**config.mk**
```make
export PLATFORM = sky130hd
export DESIGN_NAME = ext_bus_ready_wait_control
export DESIGN_NICKNAME = d
export VERILOG_FILES = /design/src/hw/ebc_pkg.sv /design/src/hw/rdy_if.sv /design/src/hw/ext_bus_ready_wait_control.sv /design/src/hw/ready_sampler.sv /design/src/hw/phase_tick.sv
export VERILOG_INCLUDE_DIRS = /design/src /design/src/hw
export SDC_FILE = /design/constraint.sdc
export NUM_CORES = 1
export LEC_CHECK = 0
export ABC_AREA = 1
export BUFFER_PORTS_ARGS = -buffer_cell sky130_fd_sc_hd__buf_2
export CAP_MARGIN = 40
export CORE_MARGIN = 1
export CORE_UTILIZATION = 40
export DETAILED_ROUTE_END_ITERATION = 10
export SYNTH_ARGS = -nofsm -noshare
export SYNTH_HDL_FRONTEND = slang
export SYNTH_HIERARCHICAL = 1
export SYNTH_SLANG_ARGS = --single-unit
```
**constraint.sdc**
```tcl
create_clock -name core_clk_in -period 4.2 [get_ports core_clk_in]
set_input_delay 0.84 -clock core_clk_in [delete_from_list [all_inputs] [get_ports core_clk_in]]
set_output_delay 0.84 -clock core_clk_in [all_outputs]
set_load 0.05 [all_outputs]
```
**src/hw/ebc_params.svh**
```systemverilog
// Offsets, field positions, reset values and timing counts of the ready-controlled bus engine.
// Assumes inclusion by bare name from design files only.
`ifndef EBC_PARAMS_SVH
`define EBC_PARAMS_SVH

`define CTRL_OFS           8'h00
`define STAT_OFS           8'h04
`define RDATA_OFS          8'h08
`define TIM0_OFS           8'h10
`define TIM_STRIDE         8'h04

`define CTRL_RDY_EN_BIT    0
`define CTRL_RDY_POL_BIT   1
`define CTRL_RDY_ASYNC_BIT 2
`define CTRL_RESET         32'h0000_0002

`define TIM_AB_LSB         0
`define TIM_ABX_LSB        2
`define TIM_C_LSB          4
`define TIM_D_BIT          6
`define TIM_E_LSB          8
`define TIM_F_LSB          16
`define TIM_RESET          32'h0000_0001

`define STAT_BUSY_BIT      0
`define STAT_BY_RDY_BIT    1
`define STAT_WAIT_LSB      8

`define AB_MIN             2'h1
`define AB_MAX             2'h2
`define RESP_OKAY          2'h0
`define RESP_SLVERR        2'h2
`define TCS_DIV_DEFAULT    2

`endif

```
**src/hw/ebc_pkg.sv**
```systemverilog
// Types shared by the ready-controlled bus engine.
// Assumes nothing of its surroundings.
package ebc_pkg;

    typedef enum logic [2:0] {
        PH_IDLE,
        PH_SETUP,
        PH_CMD,
        PH_WSETUP,
        PH_ACCESS,
        PH_RDY,
        PH_HOLD
    } phase_t;

    typedef struct packed {
        logic [1:0] ab;
        logic [1:0] abx;
        logic [1:0] c;
        logic       d;
        logic [4:0] e;
        logic [1:0] f;
    } timing_t;

endpackage

```
**src/hw/rdy_if.sv**
```systemverilog
// Carrier between the bus engine and its ready sampler.
// Assumes one clock domain.
interface rdy_if;
    logic pin;
    logic pol_high;
    logic async_mode;
    logic active;

    modport sampler (input pin, input pol_high, input async_mode, output active);
    modport ctrl    (output pin, output pol_high, output async_mode, input active);
endinterface

```
**src/hw/ext_bus_ready_wait_control.sv**
```systemverilog
// External bus cycle engine with ready handshake, configured over AXI4-Lite.
// Assumes ready and read data are sampled on core_clk_in; one request at a time.
// Functional notes
// External ready input may lengthen or end each bus cycle.
// Software selects whether high or low ready level means ready.
// Synchronous ready is sampled directly; module drives it with the reference clock.
// Asynchronous ready passes a synchroniser, costing at least one extra waitstate.
// Asynchronous ready must stay active one reference period plus setup.
// Inactive ready at a sample point inserts one waitstate, then resamples.
// Active ready at a valid sample point ends the running cycle.
// Synchronous and asynchronous ready use different sample points.
// Ready is ignored until the programmed access-phase units have elapsed.
// Module may drop ready after the strobe's trailing rising edge.
// Module must drop ready before the next cycle's first sample point.
// First sample point follows the cycle's programmed phase lengths.
// Read data captured on the edge that raises the read strobe.
// Later address changes cannot corrupt captured read data.
// Each cycle runs setup, command delay, write setup, access, hold per chip select.
// Phase ranges: setup 1-2 plus 0-3, command 0-3, write 0-1, access 1-32, hold 0-3.
// Ready extends only the access phase.
// Strobes and address stay stable during ready waitstates; hold follows.
`include "ebc_params.svh"
module ext_bus_ready_wait_control #(
    parameter int ADDR_W  = 24,
    parameter int DATA_W  = 16,
    parameter int NUM_CS  = 2,
    parameter int TCS_DIV = `TCS_DIV_DEFAULT
) (
    input  wire logic                      core_clk_in,
    input  wire logic                      resetn_in,
    input  wire logic                      axi_awvalid_in,
    output logic                           axi_awready_out,
    input  wire logic [7:0]                axi_awaddr_in,
    input  wire logic                      axi_wvalid_in,
    output logic                           axi_wready_out,
    input  wire logic [31:0]               axi_wdata_in,
    input  wire logic [3:0]                axi_wstrb_in,
    output logic                           axi_bvalid_out,
    input  wire logic                      axi_bready_in,
    output logic [1:0]                     axi_bresp_out,
    input  wire logic                      axi_arvalid_in,
    output logic                           axi_arready_out,
    input  wire logic [7:0]                axi_araddr_in,
    output logic                           axi_rvalid_out,
    input  wire logic                      axi_rready_in,
    output logic [31:0]                    axi_rdata_out,
    output logic [1:0]                     axi_rresp_out,
    input  wire logic                      req_valid_in,
    output logic                           req_ready_out,
    input  wire logic                      req_write_in,
    input  wire logic [$clog2(NUM_CS)-1:0] req_cs_in,
    input  wire logic [ADDR_W-1:0]         req_addr_in,
    input  wire logic [DATA_W-1:0]         req_wdata_in,
    output logic                           done_out,
    output logic [DATA_W-1:0]              rdata_out,
    output logic [ADDR_W-1:0]              addr_out,
    output logic [DATA_W-1:0]              data_out,
    output logic                           data_oe_out,
    input  wire logic [DATA_W-1:0]         data_in,
    output logic [NUM_CS-1:0]              cs_n_out,
    output logic                           ale_out,
    output logic                           rd_n_out,
    output logic                           wr_n_out,
    input  wire logic                      ready_in,
    output logic                           reference_clock_out
);
    localparam int CSW = $clog2(NUM_CS);

    generate
        if (NUM_CS < 2 || NUM_CS > 8 || TCS_DIV < 2 || ADDR_W < 17 || DATA_W > 32) begin : g_bad
            $error("Unsupported parameter set");
        end
    endgenerate

    ////////////////////////////////////////////////////////////////////////
    // Helpers
    logic tick;
    logic pre_tick;
    logic high_half;
    rdy_if rif ();

    phase_tick #(.DIV(TCS_DIV)) u_tick (
        .clk_in        (core_clk_in),
        .resetn_in     (resetn_in),
        .tick_out      (tick),
        .pre_tick_out  (pre_tick),
        .high_half_out (high_half)
    );

    ready_sampler u_rdy (
        .clk_in    (core_clk_in),
        .resetn_in (resetn_in),
        .rif       (rif)
    );

    ////////////////////////////////////////////////////////////////////////
    // Registers
    logic [31:0]           ctrl_reg;
    logic [31:0]           tim_reg [NUM_CS];
    logic                  aw_have_reg;
    logic [7:0]            aw_addr_reg;
    logic                  w_have_reg;
    logic [31:0]           w_data_reg;
    logic [3:0]            w_strb_reg;
    ebc_pkg::phase_t       phase_reg;
    ebc_pkg::timing_t      cur_t_reg;
    logic [5:0]            cnt_reg;
    logic                  cur_wr_reg;
    logic [7:0]            wait_cnt_reg;
    logic                  by_rdy_reg;
    logic [ADDR_W-17:0]    last_hi_reg;

    assign rif.pin        = ready_in;
    assign rif.pol_high   = ctrl_reg[`CTRL_RDY_POL_BIT];
    assign rif.async_mode = ctrl_reg[`CTRL_RDY_ASYNC_BIT];

    function automatic logic [31:0] merge(input logic [31:0] old, input logic [31:0] val,
                                          input logic [3:0] strb);
        logic [31:0] res;
        res = old;
        for (int i = 0; i < 4; i++) begin
            if (strb[i]) begin
                res[i*8 +: 8] = val[i*8 +: 8];
            end
        end
        return res;
    endfunction

    function automatic ebc_pkg::timing_t unpack_tim(input logic [31:0] r);
        ebc_pkg::timing_t t;
        t.ab  = r[`TIM_AB_LSB +: 2];
        t.abx = r[`TIM_ABX_LSB +: 2];
        t.c   = r[`TIM_C_LSB +: 2];
        t.d   = r[`TIM_D_BIT];
        t.e   = r[`TIM_E_LSB +: 5];
        t.f   = r[`TIM_F_LSB +: 2];
        if (t.ab < `AB_MIN) t.ab = `AB_MIN;
        if (t.ab > `AB_MAX) t.ab = `AB_MAX;
        return t;
    endfunction

    // Next non-empty phase after a given one
    function automatic ebc_pkg::phase_t next_ph(input ebc_pkg::phase_t p, input ebc_pkg::timing_t t,
                                                input logic wr);
        ebc_pkg::phase_t n;
        n = ebc_pkg::PH_IDLE;
        unique case (p)
            ebc_pkg::PH_SETUP:  n = (t.c != 2'h0) ? ebc_pkg::PH_CMD
                                  : (t.d && wr) ? ebc_pkg::PH_WSETUP : ebc_pkg::PH_ACCESS;
            ebc_pkg::PH_CMD:    n = (t.d && wr) ? ebc_pkg::PH_WSETUP : ebc_pkg::PH_ACCESS;
            ebc_pkg::PH_WSETUP: n = ebc_pkg::PH_ACCESS;
            ebc_pkg::PH_ACCESS,
            ebc_pkg::PH_RDY:    n = (t.f != 2'h0) ? ebc_pkg::PH_HOLD : ebc_pkg::PH_IDLE;
            ebc_pkg::PH_HOLD,
            ebc_pkg::PH_IDLE:   n = ebc_pkg::PH_IDLE;
        endcase
        return n;
    endfunction

    function automatic logic [5:0] len_m1(input ebc_pkg::phase_t p, input ebc_pkg::timing_t t);
        logic [5:0] l;
        l = 6'h0;
        unique case (p)
            ebc_pkg::PH_CMD:    l = 6'(t.c) - 6'h1;
            ebc_pkg::PH_ACCESS: l = 6'(t.e);
            ebc_pkg::PH_HOLD:   l = 6'(t.f) - 6'h1;
            ebc_pkg::PH_SETUP, ebc_pkg::PH_WSETUP,
            ebc_pkg::PH_RDY, ebc_pkg::PH_IDLE: l = 6'h0;
        endcase
        return l;
    endfunction

    ////////////////////////////////////////////////////////////////////////
    // AXI4-Lite write channel
    always_ff @(posedge core_clk_in or negedge resetn_in) begin
        if (!resetn_in) begin
            aw_have_reg     <= 1'b0;
            aw_addr_reg     <= 8'h00;
            w_have_reg      <= 1'b0;
            w_data_reg      <= 32'h0000_0000;
            w_strb_reg      <= 4'h0;
            axi_awready_out <= 1'b1;
            axi_wready_out  <= 1'b1;
            axi_bvalid_out  <= 1'b0;
            axi_bresp_out   <= `RESP_OKAY;
        end else begin
            if (axi_awvalid_in && axi_awready_out) begin
                aw_have_reg     <= 1'b1;
                aw_addr_reg     <= axi_awaddr_in;
                axi_awready_out <= 1'b0;
            end
            if (axi_wvalid_in && axi_wready_out) begin
                w_have_reg     <= 1'b1;
                w_data_reg     <= axi_wdata_in;
                w_strb_reg     <= axi_wstrb_in;
                axi_wready_out <= 1'b0;
            end
            if (aw_have_reg && w_have_reg && !axi_bvalid_out) begin
                aw_have_reg    <= 1'b0;
                w_have_reg     <= 1'b0;
                axi_bvalid_out <= 1'b1;
                axi_bresp_out  <= (aw_addr_reg == `CTRL_OFS || aw_addr_reg == `STAT_OFS
                                   || aw_addr_reg == `RDATA_OFS
                                   || (aw_addr_reg >= `TIM0_OFS
                                       && aw_addr_reg < 8'(`TIM0_OFS + NUM_CS * `TIM_STRIDE)
                                       && aw_addr_reg[1:0] == 2'h0)) ? `RESP_OKAY : `RESP_SLVERR;
            end
            if (axi_bvalid_out && axi_bready_in) begin
                axi_bvalid_out  <= 1'b0;
                axi_awready_out <= 1'b1;
                axi_wready_out  <= 1'b1;
            end
        end
    end

    // Register storage
    always_ff @(posedge core_clk_in or negedge resetn_in) begin
        if (!resetn_in) begin
            ctrl_reg <= `CTRL_RESET;
        end else if (aw_have_reg && w_have_reg && !axi_bvalid_out && aw_addr_reg == `CTRL_OFS) begin
            ctrl_reg <= merge(ctrl_reg, w_data_reg, w_strb_reg) & 32'h0000_0007;
        end
    end

    generate
        for (genvar i = 0; i < NUM_CS; i++) begin : g_tim
            always_ff @(posedge core_clk_in or negedge resetn_in) begin
                if (!resetn_in) begin
                    tim_reg[i] <= `TIM_RESET;
                end else if (aw_have_reg && w_have_reg && !axi_bvalid_out
                             && aw_addr_reg == 8'(`TIM0_OFS + i * `TIM_STRIDE)) begin
                    tim_reg[i] <= merge(tim_reg[i], w_data_reg, w_strb_reg) & 32'h0003_1f7f;
                end
            end
        end
    endgenerate

    ////////////////////////////////////////////////////////////////////////
    // AXI4-Lite read channel
    always_ff @(posedge core_clk_in or negedge resetn_in) begin
        if (!resetn_in) begin
            axi_arready_out <= 1'b1;
            axi_rvalid_out  <= 1'b0;
            axi_rdata_out   <= 32'h0000_0000;
            axi_rresp_out   <= `RESP_OKAY;
        end else if (axi_arvalid_in && axi_arready_out) begin
            axi_arready_out <= 1'b0;
            axi_rvalid_out  <= 1'b1;
            axi_rresp_out   <= `RESP_OKAY;
            axi_rdata_out   <= 32'h0000_0000;
            if (axi_araddr_in == `CTRL_OFS) begin
                axi_rdata_out <= ctrl_reg;
            end else if (axi_araddr_in == `STAT_OFS) begin
                axi_rdata_out <= {16'h0000, wait_cnt_reg, 6'h00, by_rdy_reg,
                                  phase_reg != ebc_pkg::PH_IDLE};
            end else if (axi_araddr_in == `RDATA_OFS) begin
                axi_rdata_out <= 32'(rdata_out);
            end else if (axi_araddr_in >= `TIM0_OFS && axi_araddr_in[1:0] == 2'h0
                         && axi_araddr_in < 8'(`TIM0_OFS + NUM_CS * `TIM_STRIDE)) begin
                axi_rdata_out <= tim_reg[CSW'((axi_araddr_in - `TIM0_OFS) >> 2)];
            end else begin
                axi_rresp_out <= `RESP_SLVERR;
            end
        end else if (axi_rvalid_out && axi_rready_in) begin
            axi_rvalid_out  <= 1'b0;
            axi_arready_out <= 1'b1;
        end
    end

    ////////////////////////////////////////////////////////////////////////
    // Bus cycle phase engine
    logic take;
    logic rdy_ok;
    assign take   = req_valid_in && req_ready_out && tick;
    assign rdy_ok = !ctrl_reg[`CTRL_RDY_EN_BIT] || rif.active;

    always_ff @(posedge core_clk_in or negedge resetn_in) begin
        if (!resetn_in) begin
            phase_reg    <= ebc_pkg::PH_IDLE;
            cur_t_reg    <= '0;
            cnt_reg      <= 6'h00;
            cur_wr_reg   <= 1'b0;
            wait_cnt_reg <= 8'h00;
            by_rdy_reg   <= 1'b0;
            last_hi_reg  <= '0;
        end else if (take) begin
            phase_reg    <= ebc_pkg::PH_SETUP;
            cur_t_reg    <= unpack_tim(tim_reg[req_cs_in]);
            cur_wr_reg   <= req_write_in;
            wait_cnt_reg <= 8'h00;
            by_rdy_reg   <= 1'b0;
            last_hi_reg  <= req_addr_in[ADDR_W-1:16];
            cnt_reg      <= 6'(unpack_tim(tim_reg[req_cs_in]).ab) - 6'h1
                            + ((req_addr_in[ADDR_W-1:16] != last_hi_reg)
                               ? 6'(unpack_tim(tim_reg[req_cs_in]).abx) : 6'h0);
        end else if (tick && phase_reg != ebc_pkg::PH_IDLE) begin
            if (cnt_reg != 6'h00) begin
                cnt_reg <= cnt_reg - 6'h1;
            end else if (phase_reg == ebc_pkg::PH_ACCESS
                         && ctrl_reg[`CTRL_RDY_EN_BIT] && ctrl_reg[`CTRL_RDY_ASYNC_BIT]) begin
                phase_reg  <= ebc_pkg::PH_RDY;
                wait_cnt_reg <= wait_cnt_reg + 8'h01;
            end else if ((phase_reg == ebc_pkg::PH_ACCESS || phase_reg == ebc_pkg::PH_RDY)
                         && !rdy_ok) begin
                phase_reg  <= ebc_pkg::PH_RDY;
                wait_cnt_reg <= wait_cnt_reg + 8'h01;
            end else begin
                if (phase_reg == ebc_pkg::PH_ACCESS || phase_reg == ebc_pkg::PH_RDY) begin
                    by_rdy_reg <= ctrl_reg[`CTRL_RDY_EN_BIT];
                end
                phase_reg <= next_ph(phase_reg, cur_t_reg, cur_wr_reg);
                cnt_reg   <= len_m1(next_ph(phase_reg, cur_t_reg, cur_wr_reg), cur_t_reg);
            end
        end
    end

    ////////////////////////////////////////////////////////////////////////
    // Pin drive
    logic ending;
    assign ending = tick && cnt_reg == 6'h00
                    && (phase_reg == ebc_pkg::PH_ACCESS || phase_reg == ebc_pkg::PH_RDY)
                    && !(phase_reg == ebc_pkg::PH_ACCESS && ctrl_reg[`CTRL_RDY_EN_BIT]
                         && ctrl_reg[`CTRL_RDY_ASYNC_BIT])
                    && rdy_ok;

    always_ff @(posedge core_clk_in or negedge resetn_in) begin
        if (!resetn_in) begin
            addr_out    <= '0;
            data_out    <= '0;
            data_oe_out <= 1'b0;
            cs_n_out    <= '1;
            ale_out     <= 1'b0;
        end else if (take) begin
            addr_out    <= req_addr_in;
            data_out    <= req_wdata_in;
            data_oe_out <= req_write_in;
            cs_n_out    <= ~(NUM_CS'(1) << req_cs_in);
            ale_out     <= 1'b1;
        end else if (tick && phase_reg != ebc_pkg::PH_SETUP
                     && next_ph(phase_reg, cur_t_reg, cur_wr_reg) == ebc_pkg::PH_IDLE
                     && cnt_reg == 6'h00 && phase_reg == ebc_pkg::PH_HOLD) begin
            data_oe_out <= 1'b0;
            cs_n_out    <= '1;
        end else if (ending && cur_t_reg.f == 2'h0) begin
            data_oe_out <= 1'b0;
            cs_n_out    <= '1;
        end else if (tick && phase_reg == ebc_pkg::PH_SETUP && cnt_reg == 6'h00) begin
            ale_out <= 1'b0;
        end
    end

    // Strobes held through waitstates, released when access ends (by ready when ready is enabled)
    always_ff @(posedge core_clk_in or negedge resetn_in) begin
        if (!resetn_in) begin
            rd_n_out <= 1'b1;
            wr_n_out <= 1'b1;
        end else if (ending) begin
            rd_n_out <= 1'b1;
            wr_n_out <= 1'b1;
        end else if (tick && cnt_reg == 6'h00 && phase_reg != ebc_pkg::PH_ACCESS
                     && phase_reg != ebc_pkg::PH_RDY
                     && next_ph(phase_reg, cur_t_reg, cur_wr_reg) == ebc_pkg::PH_ACCESS) begin
            rd_n_out <= cur_wr_reg;
            wr_n_out <= !cur_wr_reg;
        end
    end

    // Read data capture and user side
    always_ff @(posedge core_clk_in or negedge resetn_in) begin
        if (!resetn_in) begin
            rdata_out           <= '0;
            done_out            <= 1'b0;
            req_ready_out       <= 1'b0;
            reference_clock_out <= 1'b0;
        end else begin
            reference_clock_out <= high_half;
            req_ready_out       <= pre_tick && (phase_reg == ebc_pkg::PH_IDLE) && !req_ready_out;
            if (ending && !cur_wr_reg) begin
                rdata_out <= data_in;
            end
            done_out <= tick && phase_reg != ebc_pkg::PH_IDLE
                        && (ending ? cur_t_reg.f == 2'h0
                                   : phase_reg == ebc_pkg::PH_HOLD && cnt_reg == 6'h00);
        end
    end
endmodule // ext_bus_ready_wait_control

```
**src/hw/ready_sampler.sv**
```systemverilog
// Ready input sampler: polarity choice and optional two-stage synchroniser.
// Assumes the ready pin is synchronous to core_clk_in in synchronous mode.
module ready_sampler (
    input  wire logic clk_in,
    input  wire logic resetn_in,
    rdy_if.sampler    rif
);
    logic meta_reg;
    logic sync_reg;

    ////////////////////////////////////////////////////////////////////////
    // Two-stage synchroniser for asynchronous ready
    always_ff @(posedge clk_in or negedge resetn_in) begin
        if (!resetn_in) begin
            meta_reg <= 1'b0;
            sync_reg <= 1'b0;
        end else begin
            meta_reg <= rif.pin;
            sync_reg <= meta_reg;
        end
    end

    // Level compare chooses which value means ready
    assign rif.active = rif.async_mode ? (sync_reg == rif.pol_high)
                                       : (rif.pin == rif.pol_high);
endmodule // ready_sampler

```
**src/hw/phase_tick.sv**
```systemverilog
// Phase time unit divider: one-cycle tick at the end of each unit.
// Assumes a free-running clock and DIV of at least two.
module phase_tick #(
    parameter int DIV = 2
) (
    input  wire logic clk_in,
    input  wire logic resetn_in,
    output logic      tick_out,
    output logic      pre_tick_out,
    output logic      high_half_out
);
    localparam int CW = $clog2(DIV);
    logic [CW-1:0] cnt_reg;

    always_ff @(posedge clk_in or negedge resetn_in) begin
        if (!resetn_in) begin
            cnt_reg <= '0;
        end else if (cnt_reg == CW'(DIV - 1)) begin
            cnt_reg <= '0;
        end else begin
            cnt_reg <= cnt_reg + 1'b1;
        end
    end

    assign tick_out      = (cnt_reg == CW'(DIV - 1));
    assign pre_tick_out  = (cnt_reg == CW'(DIV - 2));
    assign high_half_out = (cnt_reg < CW'(DIV / 2));
endmodule // phase_tick

```
==> results of run 1 <==
==> path summary, 6_finish.rpt <==
path	from	endpoint	cells after the start	slack [ns]
max in group asynchronous	resetn_in	tim_reg[32]	2	2.84
hold / removal	u_rdy/meta_reg	u_rdy/sync_reg	0	0.35
setup reg to reg	u_tick/tick_out	cnt_reg[2]	8	2.15
setup / recovery	req_valid_in	cnt_reg[2]	9	2.06
min in group asynchronous	resetn_in	addr_out[12]	1	0.44
hold reg to reg	u_rdy/meta_reg	u_rdy/sync_reg	0	0.35
==> critical path, stage by stage <==
cell	delay, ns
buf_2	0.09
nand3_2	0.25
inv_2	0.50
nor2_1	0.17
nand2_1	0.12
nand2_2	0.12
nor2_2	0.21
nand3_1	0.10
nand3_1	0.08
==> where the power goes <==
| part | switching, uW | internal, uW | total (uW) |
|---|---|---|---|
| registers | 120 | 1950 | 2070 |
| clock network | 682 | 1050 | 1730 |
| logic | 524 | 204 | 728 |
==> cells by family (layout without fill, tap and decap cells) <==
family                     count (synthesis)  in the layout  share of synthesized area, %
and+or+nand+nor                          463            463                          23.4
DFF                                      180            180                          53.8
AOI/OAI and AO/OA                        168            168                          11.4
buffers and inverters                    167            345                          8.71
xor gates and xnor gates                  14             14                          1.46
adders and majority gates                  8              8                          1.19
other                                      1             16                        0.0446
==> placed cells by master, fill, tap and decap left out, types with 9 or more instances in the layout <==
| master | Yosys | layout |
|---|---|---|
| dfstp_2 | 10 | 10 |
| nor2_1 | 37 | 37 |
| inv_1 | 110 | 109 |
| xnor2_1 | 9 | 9 |
| a21oi_1 | 13 | 13 |
| conb_1 | 1 | 16 |
| dfrtp_1 | 170 | 170 |
| o21ai_1 | 22 | 22 |
| nand2_1 | 335 | 335 |
| nor2_2 | 9 | 9 |
| o211ai_1 | 14 | 14 |
| buf_2 | 8 | 188 |
| nand3_1 | 46 | 45 |
| o21ai_0 | 95 | 95 |
| clkbuf_16 | 0 | 17 |
==> cell type report <==
type,instances,share of cell area [%]
flip-flops and latches,180,44.4
multi-input cells,669,31.6
repair buffers,196,10.0
clock buffers,21,4.62
inverters,118,4.40
well taps,270,3.32
clock inverters,10,1.68
==> stage by stage <==
stage               total power, uW  hold WS [ns]  cell area (um2)  util (%)  worst slack [ns]
floorplan                      2600         0.331             8460         -              1.88
global placement               2820         0.333             9530      46.7              1.62
detailed placement             2840         0.345             9530      46.7              1.60
CTS                            4570         0.353            10200      49.8              2.04
global route                   4770         0.373            10200      49.8              1.86
finish                         4530         0.353            10200      49.8              2.06
==> layer usage <==
layer | share of wire, % | routed length, um | global-route usage, % | up-vias
li1 | - | - | - | 3532
met1 | 48 | 9780 | 27.6 | 3241
met2 | 46 | 9450 | 31.9 | 158
met3 | 3.5 | 703 | 3.29 | 30
met4 | 2.0 | 402 | 6.44 | 2
met5 | 0.039 | 8 | 0 | -
==> results.md, run 1 <==
* Area of the multi-input gates at 0.00321 mm2
* # diodes at 0
* WL per Instance at 13.9 um
* Post-synth top area cell: dfrtp_1
* Hold Buf Count CTS at 0
* Max FFs per register at 28
* Routability cong. at 0.865
* Filler Cells Inserted at 2019
* Area grow syn2layout at 21.1%
* Final nets at 1309
* Post-CTS Setup Bufs at 0
* Largest net degree at the start of global routing at 81
* Clock transition at path regs at 0.07 ns
* First-pass GRT wire length at 34300 um
* Share of the synthesized area in the top cell type at 50.6%
* Final WL at 20300 um
* Row cnt at 52
* Post-Syn Area at 0.00840 mm2
* CP startpoint kind: input pin
* HP Class: reg2reg
* Syn Inst Count at 1001
* Vias at 6963
* I/O pin count at 225
* Register area at 0.00452 mm2
* #FFs+latches synth at 180
* Ranking of synthesized cells by area: dfrtp_1 (51%), nand2_1 (15%), o21ai_0 (5.7%)
* Actual transition at the worst max-transition pin at 0.781 ns
* Die Footprint at 0.0216 mm2
* Initial antenna violation count at 1
* Clk Latency, worst-skew pair at 0.43 ns
* Core area at 0.0204 mm2
* CP max FO at 26
* Vias in the first global route at 6828
* Max_slew headroom at 47.9%
* Layout Cells excl Fill at 1464
* Total CTS buffers at 17
* Via-to-Cell Ratio at 4.76
* CTS tree: done
* Share of layout cells above drive strength 1 at 23.0%
* DR iter-0 viols at 497
* Fmax at 467 MHz
* Post-CTS Resized at 0
* Clock Tree Buf Depth at 2
* Synthesis Warnings at 6
* Status: finished clean
* RSZ-0062 raised after global routing: no
* Tmin final at 2.14 ns
* WP data required at 4.56 ns
* Final hold viol count at 0
* Asr flop ratio synth at 100%
* Post-synth top cells: nand2_1 (335), dfrtp_1 (170), inv_1 (110), o21ai_0 (95), nand3_1 (46)
* IO Port Bufs at 189
* Primary FF master, synth: dfrtp_1
* Yosys cell types at 46
* Period utilization at 51.0%
* Final Max Slew Viols at 0
* Setup TNS at 0 ns
* Crit path DAT at 2.50 ns
* Sequential fraction of the synthesis area at 53.8%
* Die Wd at 147 um
* H-tree level count at 4
* GRT overflow at 0
* Initial cell density of the core at 41.1%
* Vert. Die Dim at 147 um
* Final setup vio count at 0
* Placed Cells at 1433
* # clock sinks at 180
* Drt pass-1 iters at 5
* Setup Crit Path Kind: in2reg
* PD cells at 445 mW/mm2
* CTS Root Cell: clkbuf_16
* Endpoint class of the critical path: flop
* Detail Route Antenna Nets at 0
* GRT Total Usage at 19.9%
* Count leader, synth: nand2_1
* HPWL after DPL at 14800 um
* Drc violations at 0
* Clock Skew at 0.00979 ns
* Worst vdd ir at 0.268 mV
* Static Leak at 0.00541 uW
* Max Cap Viol at 0
* Post-synth EDFFs at 0
* Mapped Avg Cell Area at 8.39 um2
Note: power is estimated with default switching activity, not from simulation.
==> run 2, diff against run 1 <==
--- a/config.mk
+++ b/config.mk
@@ -6,7 +6,7 @@
 export SDC_FILE = /design/constraint.sdc
 export NUM_CORES = 1
 export LEC_CHECK = 0
-export ABC_AREA = 1
+export ABC_AREA = 0
 export BUFFER_PORTS_ARGS = -buffer_cell sky130_fd_sc_hd__buf_2
 export CAP_MARGIN = 40
 export CORE_MARGIN = 1
==> constraint.sdc (replaced) <==
create_clock -name core_clk_in -period 2.2 [get_ports core_clk_in]
set_input_delay 0.44 -clock core_clk_in [delete_from_list [all_inputs] [get_ports core_clk_in]]
set_output_delay 0.44 -clock core_clk_in [all_outputs]
set_load 0.05 [all_outputs]
==> run 2 against run 1 <==
Net effect:
- sequential share of layout area decreased by 1.2 points
- clock skew rose by 0.0041 ns
- worst hold slack got worse by 0.23 ns
- design area is 2.8% higher
- register-to-register slack lost 2.1 ns
- combinational power rose by 43%
- area after synthesis down 1.5%
- first-iteration DRC count is 42% lower
- final cell count down 13%
- synthesized cell count decreased by 24%
- sequential power is 91% higher
==> results.md, run 2 <==
* Status: finished clean (unchanged)
* Yosys cell types at 74 (was 46)
* Post-synth EDFFs at 0 (unchanged)
* Post-Syn Area at 0.00827 mm2 (was 0.00840 mm2)
* Post-route cell area at 0.0105 mm2 (was 0.0102 mm2)
* Crit path DAT at 2.50 ns (about the same)
* IO Port Bufs at 189 (unchanged)
* Synthesis Warnings at 6 (unchanged)
* Sw Pwr at 2250 uW (was 1330 uW)
* Max Cap Viol at 0 (unchanged)
* Setup Crit Path Kind: reg2reg (was in2reg)
* Worst hold slack at 0.125 ns (was 0.353 ns)
* Row cnt at 52 (unchanged)
* Core area at 0.0202 mm2 (was 0.0204 mm2)
* GRT Total Usage at 18.8% (was 19.9%)
* Sequential Power Share at 48.7% (was 45.7%)
* Detail Route Antenna Nets at 0 (unchanged)
* Drc violations at 0 (unchanged)
* HPWL after DPL at 14100 um (was 14800 um)
* # diodes at 0 (unchanged)
* WL per Instance at 15.2 um (was 13.9 um)
* Vert. Die Dim at 146 um (was 147 um)
* Vias in the first global route at 6038 (was 6828)
* Ranking of synthesized cells by area: dfrtp_1 (51%), nand2_1 (8.1%), mux2_1 (6.0%) (was dfrtp_1 (51%), nand2_1 (15%), o21ai_0 (5.7%))
* Sequential fraction of the synthesis area at 54.6% (was 53.8%)
* Die Footprint at 0.0213 mm2 (was 0.0216 mm2)
* Period utilization at 99.8%
* Initial antenna violation count at 0 (was 1)
* First-pass GRT wire length at 31600 um (was 34300 um)
* Final setup vio count at 0 (unchanged)
* Clock Skew at 0.0139 ns (was 0.00979 ns)
* Total CTS buffers at 17 (unchanged)
* Clk network pwr share at 38.5% (was 38.2%)
* Share of layout cells above drive strength 1 at 35.5% (was 23.0%)
* Mapped Avg Cell Area at 10.8 um2 (was 8.39 um2)
* HP Class: in2reg (was reg2reg)
* WP data required at 2.51 ns (was 4.56 ns)
* Combinational share of power at 12.8% (was 16.1%)
* Area grow syn2layout at 26.4% (was 21.1%)
* Routability cong. at 0.800 (was 0.865)
* Final hold viol count at 0 (unchanged)
* Endpoint class of the critical path: flop (unchanged)
* Cell Area, Placed at 0.00974 mm2 (was 0.00953 mm2)
* Filler Cells Inserted at 1851 (was 2019)
* Commonest cells after routing, fill and taps aside: buf_2 (188), nand2_1 (177), dfrtp_1 (170) (was nand2_1 (335), buf_2 (188), dfrtp_1 (170))
* RSZ-0062 raised after global routing: yes (was no)
* # clock sinks at 180 (unchanged)
* Final WL at 19300 um (was 20300 um)
* Tmin final at 2.20 ns
* CTS tree: done (unchanged)
* Post-synth top area cell: dfrtp_1 (unchanged)
* Primary FF master, synth: dfrtp_1 (unchanged)
* Clk Latency, worst-skew pair at 0.43 ns (about the same)
* Largest net degree at the start of global routing at 58 (was 81)
* I/O pin count at 225 (unchanged)
* Final Max Slew Viols at 0 (unchanged)
* GRT overflow at 0 (unchanged)
* Clock Tree Buf Depth at 2 (unchanged)
* Layout Cells excl Fill at 1268 (was 1464)
* Drt pass-1 iters at 4 (was 5)
* Count leader, synth: nand2_1 (unchanged)
* CP max FO at 16 (was 26)
* Clock transition at path regs at 0.07 ns (about the same)
* Max FFs per register at 28 (unchanged)
* DR iter-0 viols at 287 (was 497)
* Most common cell after layout, fill and taps aside: buf_2 (was nand2_1)
* CTS Root Cell: clkbuf_16 (unchanged)
* Syn Inst Count at 763 (was 1001)
* Via-to-Cell Ratio at 4.88 (was 4.76)
* CP startpoint kind: flop (was input pin)
* Final nets at 1112 (was 1309)
* Post-layout util at 51.7% (was 49.8%)
* Placed Cells at 1231 (was 1433)
* PD cells at 776 mW/mm2 (was 445 mW/mm2)
* Post-synth top cells: nand2_1 (179), dfrtp_1 (170), mux2_1 (44), mux2_2 (36), mux2i_1 (29) (was nand2_1 (335), dfrtp_1 (170), inv_1 (110), o21ai_0 (95), nand3_1 (46))
* Share of the synthesized area in the top cell type at 51.4% (was 50.6%)
* Asr flop ratio synth at 100% (unchanged)
* Die Wd at 146 um (was 147 um)
* Fmax at 455 MHz
* H-tree level count at 4 (unchanged)
* Vias at 6191 (was 6963)
* Sw Ratio at 27.8% (was 29.3%)
* Pint at 5860 uW (was 3200 uW)
* Worst vdd ir at 0.578 mV (was 0.268 mV)
* Initial cell density of the core at 40.9% (was 41.1%)
* #FFs+latches synth at 180 (unchanged)
* Static Leak at 0.00542 uW (was 0.00541 uW)
## run 2: changes by cell type in the layout (fill, tap and decap cells not counted), sizes merged, moves of 5 or more
cell,previous run,this run
nor2b,0,5
nand2,344,182
o21ai,119,38
or3,0,7
buf,196,237
inv,118,25
a22oi,2,10
o211ai,14,1
mux2i,0,29
mux2,0,80
and3,0,6
nor2,48,28
nand3,48,5
## run 2: cells by family (layout without fill, tap and decap cells)
| kind of cell | count (synthesis) | after routing | synth area share (%) |
|---|---|---|---|
| other | 1 | 16 | 0.0453 |
| buffers and inverters | 68 | 288 | 4.07 |
| DFF | 180 | 180 | 54.6 |
| xor gates and xnor gates | 17 | 17 | 1.80 |
| and+or+nand+nor | 278 | 278 | 15.8 |
| muxes | 109 | 109 | 14.4 |
| adders and majority gates | 9 | 9 | 1.33 |
| AOI/OAI and AO/OA | 101 | 101 | 7.99 |
## run 2: stage by stage
stage	power, uW	TNS [ns]	setup slack [ns]
after floorplan	4670	0	0.00961
after global placement	5030	0	0.0149
after detailed placement	5070	-0.196	-0.0303
after CTS	8210	-0.0165	-0.00802
after global routing	8470	-0.652	-0.0685
final	8120	0	0.00380
## run 2: layout make-up
type / count / area (um2) / area share, %
clock inverter: 14 / 168 / 1.60
sequential: 180 / 4520 / 43.2
multi-input combinational: 530 / 3560 / 34.1
inverter: 18 / 67.6 / 0.646
tap: 270 / 338 / 3.23
clock buffer: 18 / 429 / 4.10
timing repair buffer: 238 / 1380 / 13.2
## run 2: timing repair
action	4_1_cts	5_1_grt
cloned	0	0
hold endpoints to repair	45	0
hold buffers	1	0
pin swaps	0	4
gates resized for setup	6	19
endpoints found under the setup margin	20	43
buffers inserted	2	2
## run 2: critical path, cell delays in order, from the launching register on
cell,delay (ns)
dfrtp_1,0.39
inv_2,0.09
ha_4,0.13
or4b_4,0.51
nor2_8,0.16
nand4_4,0.12
nor2_4,0.13
buf_12,0.18
mux2_1,0.33
## run 2: routing by layer
layer | GRT usage [%] | up-vias | part of all wire, %
met1 | 25.7 | 2960 | 47
met5 | 0 | - | 0
met3 | 4.36 | 14 | 5.7
li1 | - | 3035 | -
met2 | 29.7 | 182 | 46
met4 | 5.63 | 0 | 1.2
## run 2: power groups by stage
stage	registers, uW	clock network, uW	logic (uW)
floorplan	4080	0	583
global placement	3990	0	1030
detailed placement	4010	0	1050
CTS	3950	3200	1060
global route	4000	3310	1150
finish	3950	3130	1040
## run 2: worst paths after layout
| path | from | end | slack (ns) | cells after the start |
|---|---|---|---|---|
| max in group asynchronous | resetn_in | axi_arready_out | 1.00 | 3 |
| min in group asynchronous | resetn_in | data_out[0] | 0.53 | 2 |
| worst min-delay path | ready_in | u_rdy/meta_reg | 0.12 | 1 |
| worst min register to register | u_rdy/meta_reg | u_rdy/sync_reg | 0.35 | 0 |
| worst max-delay path | cnt_reg[0] | rdata_out[14] | 0.004 | 8 |
| worst max register to register | cnt_reg[0] | rdata_out[14] | 0.004 | 8 |
